===== config.mk =====
export PLATFORM = sky130hd
export DESIGN_NAME = otf_threshold_latch
export DESIGN_NICKNAME = d
export VERILOG_FILES = /design/src/verilog/otf_threshold_latch.v
export VERILOG_INCLUDE_DIRS = /design/src /design/src/verilog
export SDC_FILE = /design/constraint.sdc
export NUM_CORES = 2
export LEC_CHECK = 0
export CORE_MARGIN = 4
export CORE_UTILIZATION = 60
export DETAILED_ROUTE_END_ITERATION = 8
export DONT_BUFFER_PORTS = 1
export PLACE_DENSITY_LB_ADDON = 0.08
export SLEW_MARGIN = 20
export SYNTH_ARGS = -nofsm -noshare
export SYNTH_HDL_FRONTEND = slang
export SYNTH_SLANG_ARGS = --single-unit

===== constraint.sdc =====
create_clock -name clk -period 49.2 [get_ports clk]
set_input_delay 12.3 -clock clk [delete_from_list [all_inputs] [get_ports clk]]
set_output_delay 12.3 -clock clk [all_outputs]
set_load 0.01 [all_outputs]

===== src/verilog/otf_threshold_map.vh =====
/*
  Register offsets, field positions, reset values and timing figures of the
  over-temperature threshold and fault latch block.
  Assumes a 32-bit APB with byte addresses, one word per register.
*/
`ifndef OTF_THRESHOLD_MAP_VH
`define OTF_THRESHOLD_MAP_VH

// register byte offsets
`define OTF_REG_CTRL       8'h00
`define OTF_REG_KSCALE     8'h04
`define OTF_REG_MARGIN     8'h08
`define OTF_REG_PRESS_OVR  8'h0C
`define OTF_REG_TEMPA_OVR  8'h10
`define OTF_REG_THRESH     8'h14
`define OTF_REG_BOIL       8'h18
`define OTF_REG_STATUS     8'h1C

// control fields
`define OTF_CTRL_RESET     0
`define OTF_CTRL_DBG_UNLA  1
`define OTF_CTRL_POVR_EN   2
`define OTF_CTRL_TAOVR_EN  3

// status fields
`define OTF_ST_OK_LSB      0
`define OTF_ST_FAULT       4
`define OTF_ST_BEAM_LF     5
`define OTF_ST_COOL_LF     6
`define OTF_ST_READY       7
`define OTF_ST_OVER_LSB    8

// reset values
`define OTF_KSCALE_RST     12'd3277
`define OTF_MARGIN_RST     12'd246

// temperature scale and pressure range
`define OTF_TEMP_FULL      12'd4095
`define OTF_PRESS_FLOOR    12'd819
`define OTF_PRESS_SPAN     12'd3276

// boiling point fit
`define OTF_BOIL_C3        32'd6312
`define OTF_BOIL_C2        32'd18580
`define OTF_BOIL_C1        32'd45371
`define OTF_BOIL_C0        32'd55246848
`define OTF_BOIL_SH3       7
`define OTF_BOIL_SH2       5
`define OTF_BOIL_SHOUT     15
`define OTF_K_SHIFT        12

// timing
`define OTF_CLK_HZ         250000000
`define OTF_UPDATE_HZ      1000
`define OTF_TICK_CYC       (`OTF_CLK_HZ / `OTF_UPDATE_HZ)
`define OTF_LINK_TMO_US    10000
`define OTF_LINK_TMO_CYC   (`OTF_LINK_TMO_US * (`OTF_CLK_HZ / 1000000))

`endif


===== src/verilog/otf_threshold_latch.v =====
/*
  Over-temperature trip threshold and fault latch for four collector
  temperature models, with APB register access.
  Assumes all inputs synchronous to clk; model temperatures are refreshed
  by the model once per update tick; link receivers report packet events.
*/
`timescale 1ns/10ps
`default_nettype none
`include "otf_threshold_map.vh"

module otf_threshold_latch #(
  parameter integer TICK_CYC     = `OTF_TICK_CYC,
  parameter integer LINK_TMO_CYC = `OTF_LINK_TMO_CYC
) (
  input  wire        clk,
  input  wire        resetn,
  input  wire        psel,
  input  wire        penable,
  input  wire        pwrite,
  input  wire [7:0]  paddr,
  input  wire [31:0] pwdata,
  output reg  [31:0] prdata,
  output reg         pready,
  output reg         pslverr,
  input  wire [15:0] modelTempA,
  input  wire [15:0] modelTempB,
  input  wire [15:0] modelTempC,
  input  wire [15:0] modelTempD,
  input  wire [11:0] rawPressure,
  input  wire        supplyFault,
  input  wire        beamPktValid,
  input  wire        beamPktBadAddrSum,
  input  wire        beamPktBadFormat,
  input  wire        coolPktValid,
  input  wire        coolPktBadAddrSum,
  input  wire        coolPktBadFormat,
  output reg         chanATempOk,
  output reg         chanBTempOk,
  output reg         chanCTempOk,
  output reg         chanDTempOk,
  output reg         masterOvertempFault,
  output reg         spareChanAFault
);

  localparam [31:0] TICK_LAST = TICK_CYC - 1;
  localparam [31:0] TMO_LAST  = LINK_TMO_CYC - 1;

  // evaluation sequence
  localparam [1:0] PH_IDLE = 2'd0;
  localparam [1:0] PH_BOIL = 2'd1;
  localparam [1:0] PH_THR  = 2'd2;
  localparam [1:0] PH_CMP  = 2'd3;

  function [11:0] sat12;
    input [15:0] v;
    begin
      sat12 = (v > {4'h0, `OTF_TEMP_FULL}) ? `OTF_TEMP_FULL : v[11:0];
    end
  endfunction

  // unsigned difference floored at zero, never wraps
  function [11:0] subClamp12;
    input [11:0] a;
    input [11:0] b;
    begin
      subClamp12 = (a > b) ? a - b : 12'h000;
    end
  endfunction

  // registers
  reg [11:0] kScale_q;
  reg [11:0] margin_q;
  reg [11:0] pressOvr_q;
  reg [11:0] tempAOvr_q;
  reg        dbgUnlatchA_q;
  reg        pressOvrEn_q;
  reg        tempAOvrEn_q;
  reg        resetCmd_q;

  // evaluation state
  reg [31:0] tickCnt_q;
  reg [1:0]  phase_q;
  reg [11:0] boil_q;
  reg [11:0] thresh_q;
  reg [3:0]  over_q;
  reg [3:0]  ovLatch_q;
  reg        faultLatch_q;
  reg        ready_q;

  // link watchdogs
  reg [31:0] beamTmo_q;
  reg [31:0] coolTmo_q;
  reg        beamBad_q;
  reg        coolBad_q;
  reg        beamLf_q;
  reg        coolLf_q;

  wire       tick = (tickCnt_q == TICK_LAST);
  wire       apbWr = psel & penable & pready & pwrite;

  // pressure and temperatures
  wire [11:0] pressSel = pressOvrEn_q ? pressOvr_q : rawPressure;
  wire [11:0] pressOff = subClamp12(pressSel, `OTF_PRESS_FLOOR);
  wire [11:0] pressN   = (pressOff > `OTF_PRESS_SPAN) ?
                         `OTF_PRESS_SPAN : pressOff;
  wire [11:0] tempA = tempAOvrEn_q ? tempAOvr_q : sat12(modelTempA);
  wire [11:0] tempB = sat12(modelTempB);
  wire [11:0] tempC = sat12(modelTempC);
  wire [11:0] tempD = sat12(modelTempD);

  // boiling point fit, unsigned terms
  wire [31:0] p3   = {20'h0_0000, pressN} >> `OTF_BOIL_SH3;
  wire [31:0] p2   = {20'h0_0000, pressN} >> `OTF_BOIL_SH2;
  wire [31:0] tPos = `OTF_BOIL_C3 * p3 * p3 * p3 +
                     `OTF_BOIL_C1 * {20'h0_0000, pressN} +
                     `OTF_BOIL_C0;
  wire [31:0] tNeg = `OTF_BOIL_C2 * p2 * p2;
  wire [31:0] tSum = (tPos > tNeg) ? tPos - tNeg : 32'h0000_0000;
  wire [31:0] tDiv = tSum >> `OTF_BOIL_SHOUT;
  wire [11:0] boilD = (tDiv > {20'h0_0000, `OTF_TEMP_FULL}) ?
                      `OTF_TEMP_FULL : tDiv[11:0];

  // threshold
  wire [23:0] scaled  = boil_q * kScale_q;
  wire [11:0] scaledT = scaled[23:12];
  wire [11:0] threshD = subClamp12(scaledT, margin_q);

  // comparison against the fresh threshold
  wire [3:0] overD = {tempD > thresh_q, tempC > thresh_q,
                      tempB > thresh_q, tempA > thresh_q};
  wire       cmpNow = (phase_q == PH_CMP);

  // latch next values
  reg [3:0] ovLatch_d;
  reg       faultLatch_d;
  integer   i;
  always @* begin
    ovLatch_d    = ovLatch_q;
    faultLatch_d = faultLatch_q;
    if (resetCmd_q) begin
      ovLatch_d = ovLatch_q & over_q;
      if (~|over_q && !supplyFault)
        faultLatch_d = 1'b0;
    end
    if (cmpNow) begin
      for (i = 0; i < 4; i = i + 1)
        if (overD[i])
          ovLatch_d[i] = 1'b1;
      if (|overD)
        faultLatch_d = 1'b1;
    end
    if (supplyFault)
      faultLatch_d = 1'b1;
    if (dbgUnlatchA_q)
      ovLatch_d[0] = cmpNow ? overD[0] : over_q[0];
  end

  always @(posedge clk) begin
    if (!resetn) begin
      tickCnt_q <= 32'h0000_0000;
      phase_q   <= PH_IDLE;
      boil_q    <= 12'h000;
      thresh_q  <= 12'h000;
      over_q    <= 4'h0;
      ready_q   <= 1'b0;
    end else begin
      tickCnt_q <= tick ? 32'h0000_0000 : tickCnt_q + 32'h0000_0001;
      case (phase_q)
        PH_IDLE: begin
          if (tick)
            phase_q <= PH_BOIL;
        end
        PH_BOIL: begin
          boil_q  <= boilD;
          phase_q <= PH_THR;
        end
        PH_THR: begin
          thresh_q <= threshD;
          phase_q  <= PH_CMP;
        end
        PH_CMP: begin
          over_q  <= overD;
          ready_q <= 1'b1;
          phase_q <= PH_IDLE;
        end
        default: phase_q <= PH_IDLE;
      endcase
    end
  end

  always @(posedge clk) begin
    if (!resetn) begin
      ovLatch_q    <= 4'h0;
      faultLatch_q <= 1'b0;
    end else begin
      ovLatch_q    <= ovLatch_d;
      faultLatch_q <= faultLatch_d;
    end
  end

  // link fault detection
  always @(posedge clk) begin
    if (!resetn) begin
      beamTmo_q <= 32'h0000_0000;
      coolTmo_q <= 32'h0000_0000;
      beamBad_q <= 1'b0;
      coolBad_q <= 1'b0;
      beamLf_q  <= 1'b1;
      coolLf_q  <= 1'b1;
    end else begin
      if (beamPktValid)
        beamTmo_q <= 32'h0000_0000;
      else if (beamTmo_q != TMO_LAST)
        beamTmo_q <= beamTmo_q + 32'h0000_0001;
      if (coolPktValid)
        coolTmo_q <= 32'h0000_0000;
      else if (coolTmo_q != TMO_LAST)
        coolTmo_q <= coolTmo_q + 32'h0000_0001;
      if (beamPktBadAddrSum || beamPktBadFormat)
        beamBad_q <= 1'b1;
      else if (beamPktValid)
        beamBad_q <= 1'b0;
      if (coolPktBadAddrSum || coolPktBadFormat)
        coolBad_q <= 1'b1;
      else if (coolPktValid)
        coolBad_q <= 1'b0;
      beamLf_q <= beamBad_q || (beamTmo_q == TMO_LAST);
      coolLf_q <= coolBad_q || (coolTmo_q == TMO_LAST);
    end
  end

  // status outputs
  always @(posedge clk) begin
    if (!resetn) begin
      chanATempOk         <= 1'b0;
      chanBTempOk         <= 1'b0;
      chanCTempOk         <= 1'b0;
      chanDTempOk         <= 1'b0;
      masterOvertempFault <= 1'b1;
      spareChanAFault     <= 1'b0;
    end else begin
      chanATempOk <= ready_q & ~ovLatch_q[0] & ~beamLf_q;
      chanBTempOk <= ready_q & ~ovLatch_q[1] & ~beamLf_q;
      chanCTempOk <= ready_q & ~ovLatch_q[2] & ~coolLf_q;
      chanDTempOk <= ready_q & ~ovLatch_q[3] & ~coolLf_q;
      masterOvertempFault <= ~ready_q | faultLatch_q |
                             beamLf_q | coolLf_q;
      spareChanAFault <= dbgUnlatchA_q & over_q[0];
    end
  end

  // APB slave, answer in the first access cycle
  reg [31:0] rdD;
  reg        errD;
  always @* begin
    rdD  = 32'h0000_0000;
    errD = 1'b0;
    case (paddr)
      `OTF_REG_CTRL:
        rdD = {28'h000_0000, tempAOvrEn_q, pressOvrEn_q,
               dbgUnlatchA_q, 1'b0};
      `OTF_REG_KSCALE:    rdD = {20'h0_0000, kScale_q};
      `OTF_REG_MARGIN:    rdD = {20'h0_0000, margin_q};
      `OTF_REG_PRESS_OVR: rdD = {20'h0_0000, pressOvr_q};
      `OTF_REG_TEMPA_OVR: rdD = {20'h0_0000, tempAOvr_q};
      `OTF_REG_THRESH:    rdD = {20'h0_0000, thresh_q};
      `OTF_REG_BOIL:      rdD = {20'h0_0000, boil_q};
      `OTF_REG_STATUS:
        rdD = {20'h0_0000, over_q, ready_q, coolLf_q, beamLf_q,
               masterOvertempFault, chanDTempOk, chanCTempOk,
               chanBTempOk, chanATempOk};
      default: errD = 1'b1;
    endcase
  end

  always @(posedge clk) begin
    if (!resetn) begin
      prdata  <= 32'h0000_0000;
      pready  <= 1'b0;
      pslverr <= 1'b0;
    end else begin
      pready  <= psel & ~penable;
      pslverr <= psel & ~penable & errD;
      if (psel && !penable && !pwrite)
        prdata <= rdD;
    end
  end

  always @(posedge clk) begin
    if (!resetn) begin
      kScale_q      <= `OTF_KSCALE_RST;
      margin_q      <= `OTF_MARGIN_RST;
      pressOvr_q    <= 12'h000;
      tempAOvr_q    <= 12'h000;
      dbgUnlatchA_q <= 1'b0;
      pressOvrEn_q  <= 1'b0;
      tempAOvrEn_q  <= 1'b0;
      resetCmd_q    <= 1'b0;
    end else begin
      resetCmd_q <= 1'b0;
      if (apbWr && !pslverr) begin
        case (paddr)
          `OTF_REG_CTRL: begin
            resetCmd_q    <= pwdata[`OTF_CTRL_RESET];
            dbgUnlatchA_q <= pwdata[`OTF_CTRL_DBG_UNLA];
            pressOvrEn_q  <= pwdata[`OTF_CTRL_POVR_EN];
            tempAOvrEn_q  <= pwdata[`OTF_CTRL_TAOVR_EN];
          end
          `OTF_REG_KSCALE:    kScale_q   <= pwdata[11:0];
          `OTF_REG_MARGIN:    margin_q   <= pwdata[11:0];
          `OTF_REG_PRESS_OVR: pressOvr_q <= pwdata[11:0];
          `OTF_REG_TEMPA_OVR: tempAOvr_q <= pwdata[11:0];
          default: resetCmd_q <= 1'b0;
        endcase
      end
    end
  end

endmodule
`default_nettype wire


# Word level (Yosys, flattened, before mapping)
# Index checks and enable logic that the tools add are counted.
# Widths: inputs -> output; s select.
[word_totals]
output_inout_bits = 40
rom_bits = 0
input_bits = 128
wordCells = 163
latchBits = 0
ram_bits = 0
ff_bits = 228
memories = 0
[op_classes]
addsub = 8
n_lt_le_gt_ge = 13
multipliers = 7
n_shift = 0
n_reduce_logical = 29
div_mod_pow = 0
n_bitwise = 27
muxes = 32
eq_ne = 16
[op_table]
columns = ["cell", "count"]
rows = [
  ["$mux 12", 10],
  ["$add 32x1->32 const B", 3],
  ["$pmux 12 s8", 1],
  ["$eq 32x22->1 const B", 2],
  ["$gt 16x12->1 const B", 4],
  ["$ne 32x22->1 const B", 2],
  ["$gt 12x12->1", 5],
  ["$eq 32x18->1 const B", 1],
  ["$eq 8x5->1 const B", 4],
  ["$mux 32", 1],
  ["$sub 30x29->31", 1],
  ["$add 29x26->30 const B", 1],
  ["$gt 30x29->1", 1],
  ["$add 28x28->29", 1],
  ["$mul 16x12->28 const A", 1],
  ["$mul 20x7->27", 1],
  ["$mul 20x5->25", 1],
  ["$mul 12x12->24", 1],
  ["$mul 13x7->20 const A", 1],
  ["$mul 15x5->20", 1],
  ["$gt 17x12->1 const B", 1],
  ["$eq 8x4->1 const B", 2],
  ["$mux 1", 16],
  ["$mul 10x5->15 const A", 1],
  ["26 further kinds", 69],
]

# Longest topological paths before layout
[depth]
depth_word = 14
ltp_mapped = 77
ltp_nobuf = 71

# Least setup slack after synthesis
# Ideal clock, no wire load.
[synth_timing]
kind = "in2reg"
start = "in rawPressure[1]"
end = "reg boil_q[10]"
path_stages = 67
arrival_ns = 27.132
setup_ns = 0.119
path_buffers = 4
required_time_ns = 49.081
path_slack_ns = 21.949
cell_sequence = "nor2b_1 > a21o_1 > ha_1 > o21bai_2 > a21oi_2 > or2_2 > nand2_1 > o21bai_1 > clkbuf_1 > clkbuf_1 > ha_1 > xor2_1 > ha_1 > a21o_1 > ha_1 > a31o_2 > xnor2_1 > nor2_1 > (+31 left out) > nand2_1 > or3b_1 > o21a_1 > o21a_1 > nor2_1 > xnor2_1 > ha_1 > a21o_1 > a21o_1 > a21o_1 > a21oi_1 > o21a_1 > a31oi_2 > or3_1 > mux2i_1 > nand3_1 > buf_4 > o221a_1"
[synth_via]
elab_chain_cells = 14
word_cells_on_any_way = 19
classes_between = "add/sub (4); mul (6); order compare (4); mux (5)"
[synth_rtl]
columns = ["item", "line_no", "rtl"]
rows = [
  ["from (decl)", "otf_threshold_latch.v:29", "input wire [11:0] rawPressure,"],
  ["$mux 12 *", "otf_threshold_latch.v:102", "wire [11:0] pressSel = pressOvrEn_q ? pressOvr_q : rawPressure;"],
  ["$sub 12x10->12 or $gt 12x10->1 (tied branches)", "otf_threshold_latch.v:66", "subClamp12 = (a > b) ? a - b : 12'h000;"],
  ["$mux 12 *", "otf_threshold_latch.v:66", ""],
  ["$gt 12x12->1 (no source line)", "-", ""],
  ["$mux 12 *", "otf_threshold_latch.v:104", "wire [11:0] pressN = (pressOff > `OTF_PRESS_SPAN) ?"],
  ["$mul 10x5->15 (no source line)", "-", ""],
  ["$mul 15x5->20 (no source line)", "-", ""],
  ["$mul 20x5->25 (no source line)", "-", ""],
  ["$add 28x28->29 (no source line)", "-", ""],
  ["$add 29x26->30 (no source line)", "-", ""],
  ["$sub 30x29->31 or $gt 30x29->1 (tied branches)", "otf_threshold_latch.v:118", "wire [31:0] tSum = (tPos > tNeg) ? tPos - tNeg : 32'h0000_0000;"],
  ["$mux 32 *", "otf_threshold_latch.v:118", ""],
  ["$gt 17x12->1", "otf_threshold_latch.v:120", "wire [11:0] boilD = (tDiv > {20'h0_0000, `OTF_TEMP_FULL}) ?"],
  ["$mux 12 *", "otf_threshold_latch.v:120", ""],
  ["to (signal assigned)", "otf_threshold_latch.v:174", "boil_q <= boilD;"],
  ["to (decl)", "otf_threshold_latch.v:83", "reg [11:0] boil_q;"],
]
# Every way passes the cells marked *; elsewhere a longest branch is shown, timed or not.
# A chain may end at the register's enable or synchronous reset.

# Final worst setup path
[layout_timing]
start = "in rawPressure[1]"
end = "reg boil_q[11]"
# The elaborated chain is that of the path after synthesis.

==> flow_summary.yaml <==
outcome:
  status: "finished clean"
yosys:
  avgSynthCellArea_um2: 8.43
  async_flop_share_pct: 0
  syn_inst: 3713
  syn_area_um2: 31300
  synth.distinct_cells: 99
  synth-edff-count: 0
  synth_flop_cell: "dfxtp_1"
  ys_seq_elements: 208
  synth_warnings: 0
  yosysSeqAreaShare_pct: 13.3
clock_tree:
  cts-root-buf: "clkbuf_16"
  numCtsBuffers: 24
  cts_tree: "done"
  clock_latency_ps: 540
  clockBufferDepth: 3
  cts_htree_levels: 1
  post_cts_buffers: 0
  clock_sinks: 208
  hold_buffers: 0
  path_clk_slew_ps: 60
  ctsResizeCount: 0
timing:
  setup_tns_ps: 0
  period_share_pct: 60.1
  setup_viol_count_final: 0
  tightest_slew_ps: 1050
  grt_setup_unrepaired: "false"
  fmaxAchievable_mhz: 33.8
  period_needed_ps: 29590
  slew_viol_final: 0
  maxSlewHeadroom_pct: 29.4
  final-hold-violation-count: 0
  fin_skew_ps: 15.9
route:
  final_antenna_net_count: 0
  wl_per_cell_um: 19.0
  drtIter0Drc: 1729
  routed_wl_um: 82900
  vias_per_cell: 5.88
  vias: 25600
  first_pass_iters: 6
  drc: 0
cells_and_area:
  final_common_cell: "inv_1"
  layout_common_cells: "543 x inv_1, 436 x ha_1, 399 x nand2_1, 363 x fa_1, 334 x nor2_1"
  layout-drive-gt1-share_pct: 3.68
  area_growth_pct: 4.42
  nets: 4580
worst_setup_path:
  path_max_fanout: 35
  start_kind: "input pin"
  worstSetupPathType: "in2reg"
  cp_slowest_cell: "nor2_1"
  critPathCaptureType: "register"
  rrSetupSlack_ps: 30910
  cp_data_required_time_ps: 49630
  critPathArrivalTime_ps: 30010
  worst_path_most_repeated_cell: "fa_1"
  cpPeakStageDelay_ps: 620
global_routing:
  grt_pass1_wl_um: 134000
  grt_pass1_vias: 25800
  grt.overflow.total: 0
  grt_start_max_net_pins: 52
  grt_antenna_before_repair: 1
  track_usage_pct: 29.1
floorplanning:
  chipHeight_um: 236
  ios: 168
  dieWidth_um: 236
  start_util_pct: 60.8
  floorplan.rows: 83
  fp.coreArea_um2: 51500
  dieArea_um2: 55900
place:
  place.gp.congestion: 0.940
  hpwl_um: 66600
  port_buffers: 0
worst_hold_path:
  hold_path_class: "reg2reg"
job:
  maxCapViolCount: 0
[final timing paths]
check	from	endpoint	cells past startpoint
worst min-delay path	ovLatch_q[1]	chanBTempOk	1
worst max register to register	pressOvrEn_q	boil_q[11]	64
worst max-delay path	rawPressure[1]	boil_q[11]	64
worst min register to register	ovLatch_q[1]	chanBTempOk	1
[registers in the layout, indices dropped and copies added, names as in the netlist, 4 cells and up]
register	cells
pressOvr_q	12
margin_q	12
thresh_q	12
tempAOvr_q	12
ovLatch_q	4
tickCnt_q	32
over_q	4
coolTmo_q	32
boil_q	12
prdata	12
kScale_q	12
beamTmo_q	32
[area by class of cell]
| type | instances | area, um^2 |
|---|---|---|
| Fill cell | 4475 | 18800 |
| Antenna cell | 1 | 2.50 |
| Tap cell | 680 | 851 |
| Timing Repair Buffer | 21 | 158 |
| Multi-Input combinational cell | 2847 | 24600 |
| Sequential cell | 208 | 4160 |
| Clock inverter | 10 | 136 |
| Clock buffer | 34 | 739 |
| Inverter | 551 | 2070 |
[per-layer routing]
metal	up-vias	global-route usage [%]	share of wire (%)	wire [um]
li1	12000	-	-	-
met1	12500	37.6	41	33600
met2	888	50.6	49	40400
met3	189	3.54	6.7	5560
met4	0	10.5	4.0	3300
met5	-	0	0	0
[per-stage QoR]
| step | instances | util [%] | cell area (um^2) | hold WS, ps | worst slack (ps) |
|---|---|---|---|---|---|
| final | 4352 | 63.5 | 32700 | 415 | 19610 |
| after global routing | 4352 | 63.5 | 32700 | 426 | 18740 |
| after CTS | 4351 | 63.4 | 32700 | 415 | 19820 |
| after detailed placement | 4307 | 61.7 | 31800 | 405 | 19320 |
| after global placement | 4307 | 61.7 | 31800 | 394 | 19550 |
| after floorplan | 3732 | - | 31400 | 384 | 21950 |
[logic make-up (layout without fill, tap and decap cells)]
| family | after synthesis | in the layout | synth area share (%) |
|---|---|---|---|
| simple gates | 1279 | 1279 | 19.5 |
| fa+ha+maj | 799 | 799 | 40.6 |
| buf+inv | 677 | 616 | 8.62 |
| compound gates | 505 | 505 | 10.9 |
| xor+xnor | 213 | 213 | 5.98 |
| flops | 208 | 208 | 13.3 |
| mux | 31 | 31 | 1.02 |
| other cells | 1 | 21 | 0.0120 |
[worst max-delay path, delay by kind of cell]
family,cells,cell delay [ps]
AND/OR/NAND/NOR,14,3580
multiplexers,1,130
XOR/XNOR,4,1280
adder cells (fa/ha/maj),17,6930
AO/OA/AOI/OAI,18,4300
buffers and inverters,10,1470
[Yosys cell counts, drive strengths merged, types with 9 or more instances]
cell    instances  area share, %
a311oi         12           0.34
o22ai           9           0.18
and4           12           0.34
nand3          82            1.3
a21o           59            1.4
a222oi          9           0.29
xnor2         104            2.9
clkbuf         77           0.92
a221oi          9           0.27
nor3           49           0.78
nand4          50            1.0
dfxtp         208             13
o21ai          81            1.3
nor3b          10           0.26
nand2         400            4.8
mux2i          26           0.84
nor2          335            4.0
or3            27           0.54
a211oi         11           0.26
o21a           18           0.44
xor2          109            3.0
o211ai         16           0.38
nand2b         87            1.7
a22oi          13           0.33
nor2b          40           0.80
and2           76            1.5
fa            363             23
and3           42           0.84
inv           548            6.6
buf            48            1.1
a21oi         154            2.5
o21bai         15           0.38
ha            436             17
a31oi          19           0.42
o221a          12           0.43
nor4           21           0.44
or2            26           0.52
Power is left out: the tool's default activity adds up to more than one toggle a clock period on the data nets, which glitch-free logic cannot reach.
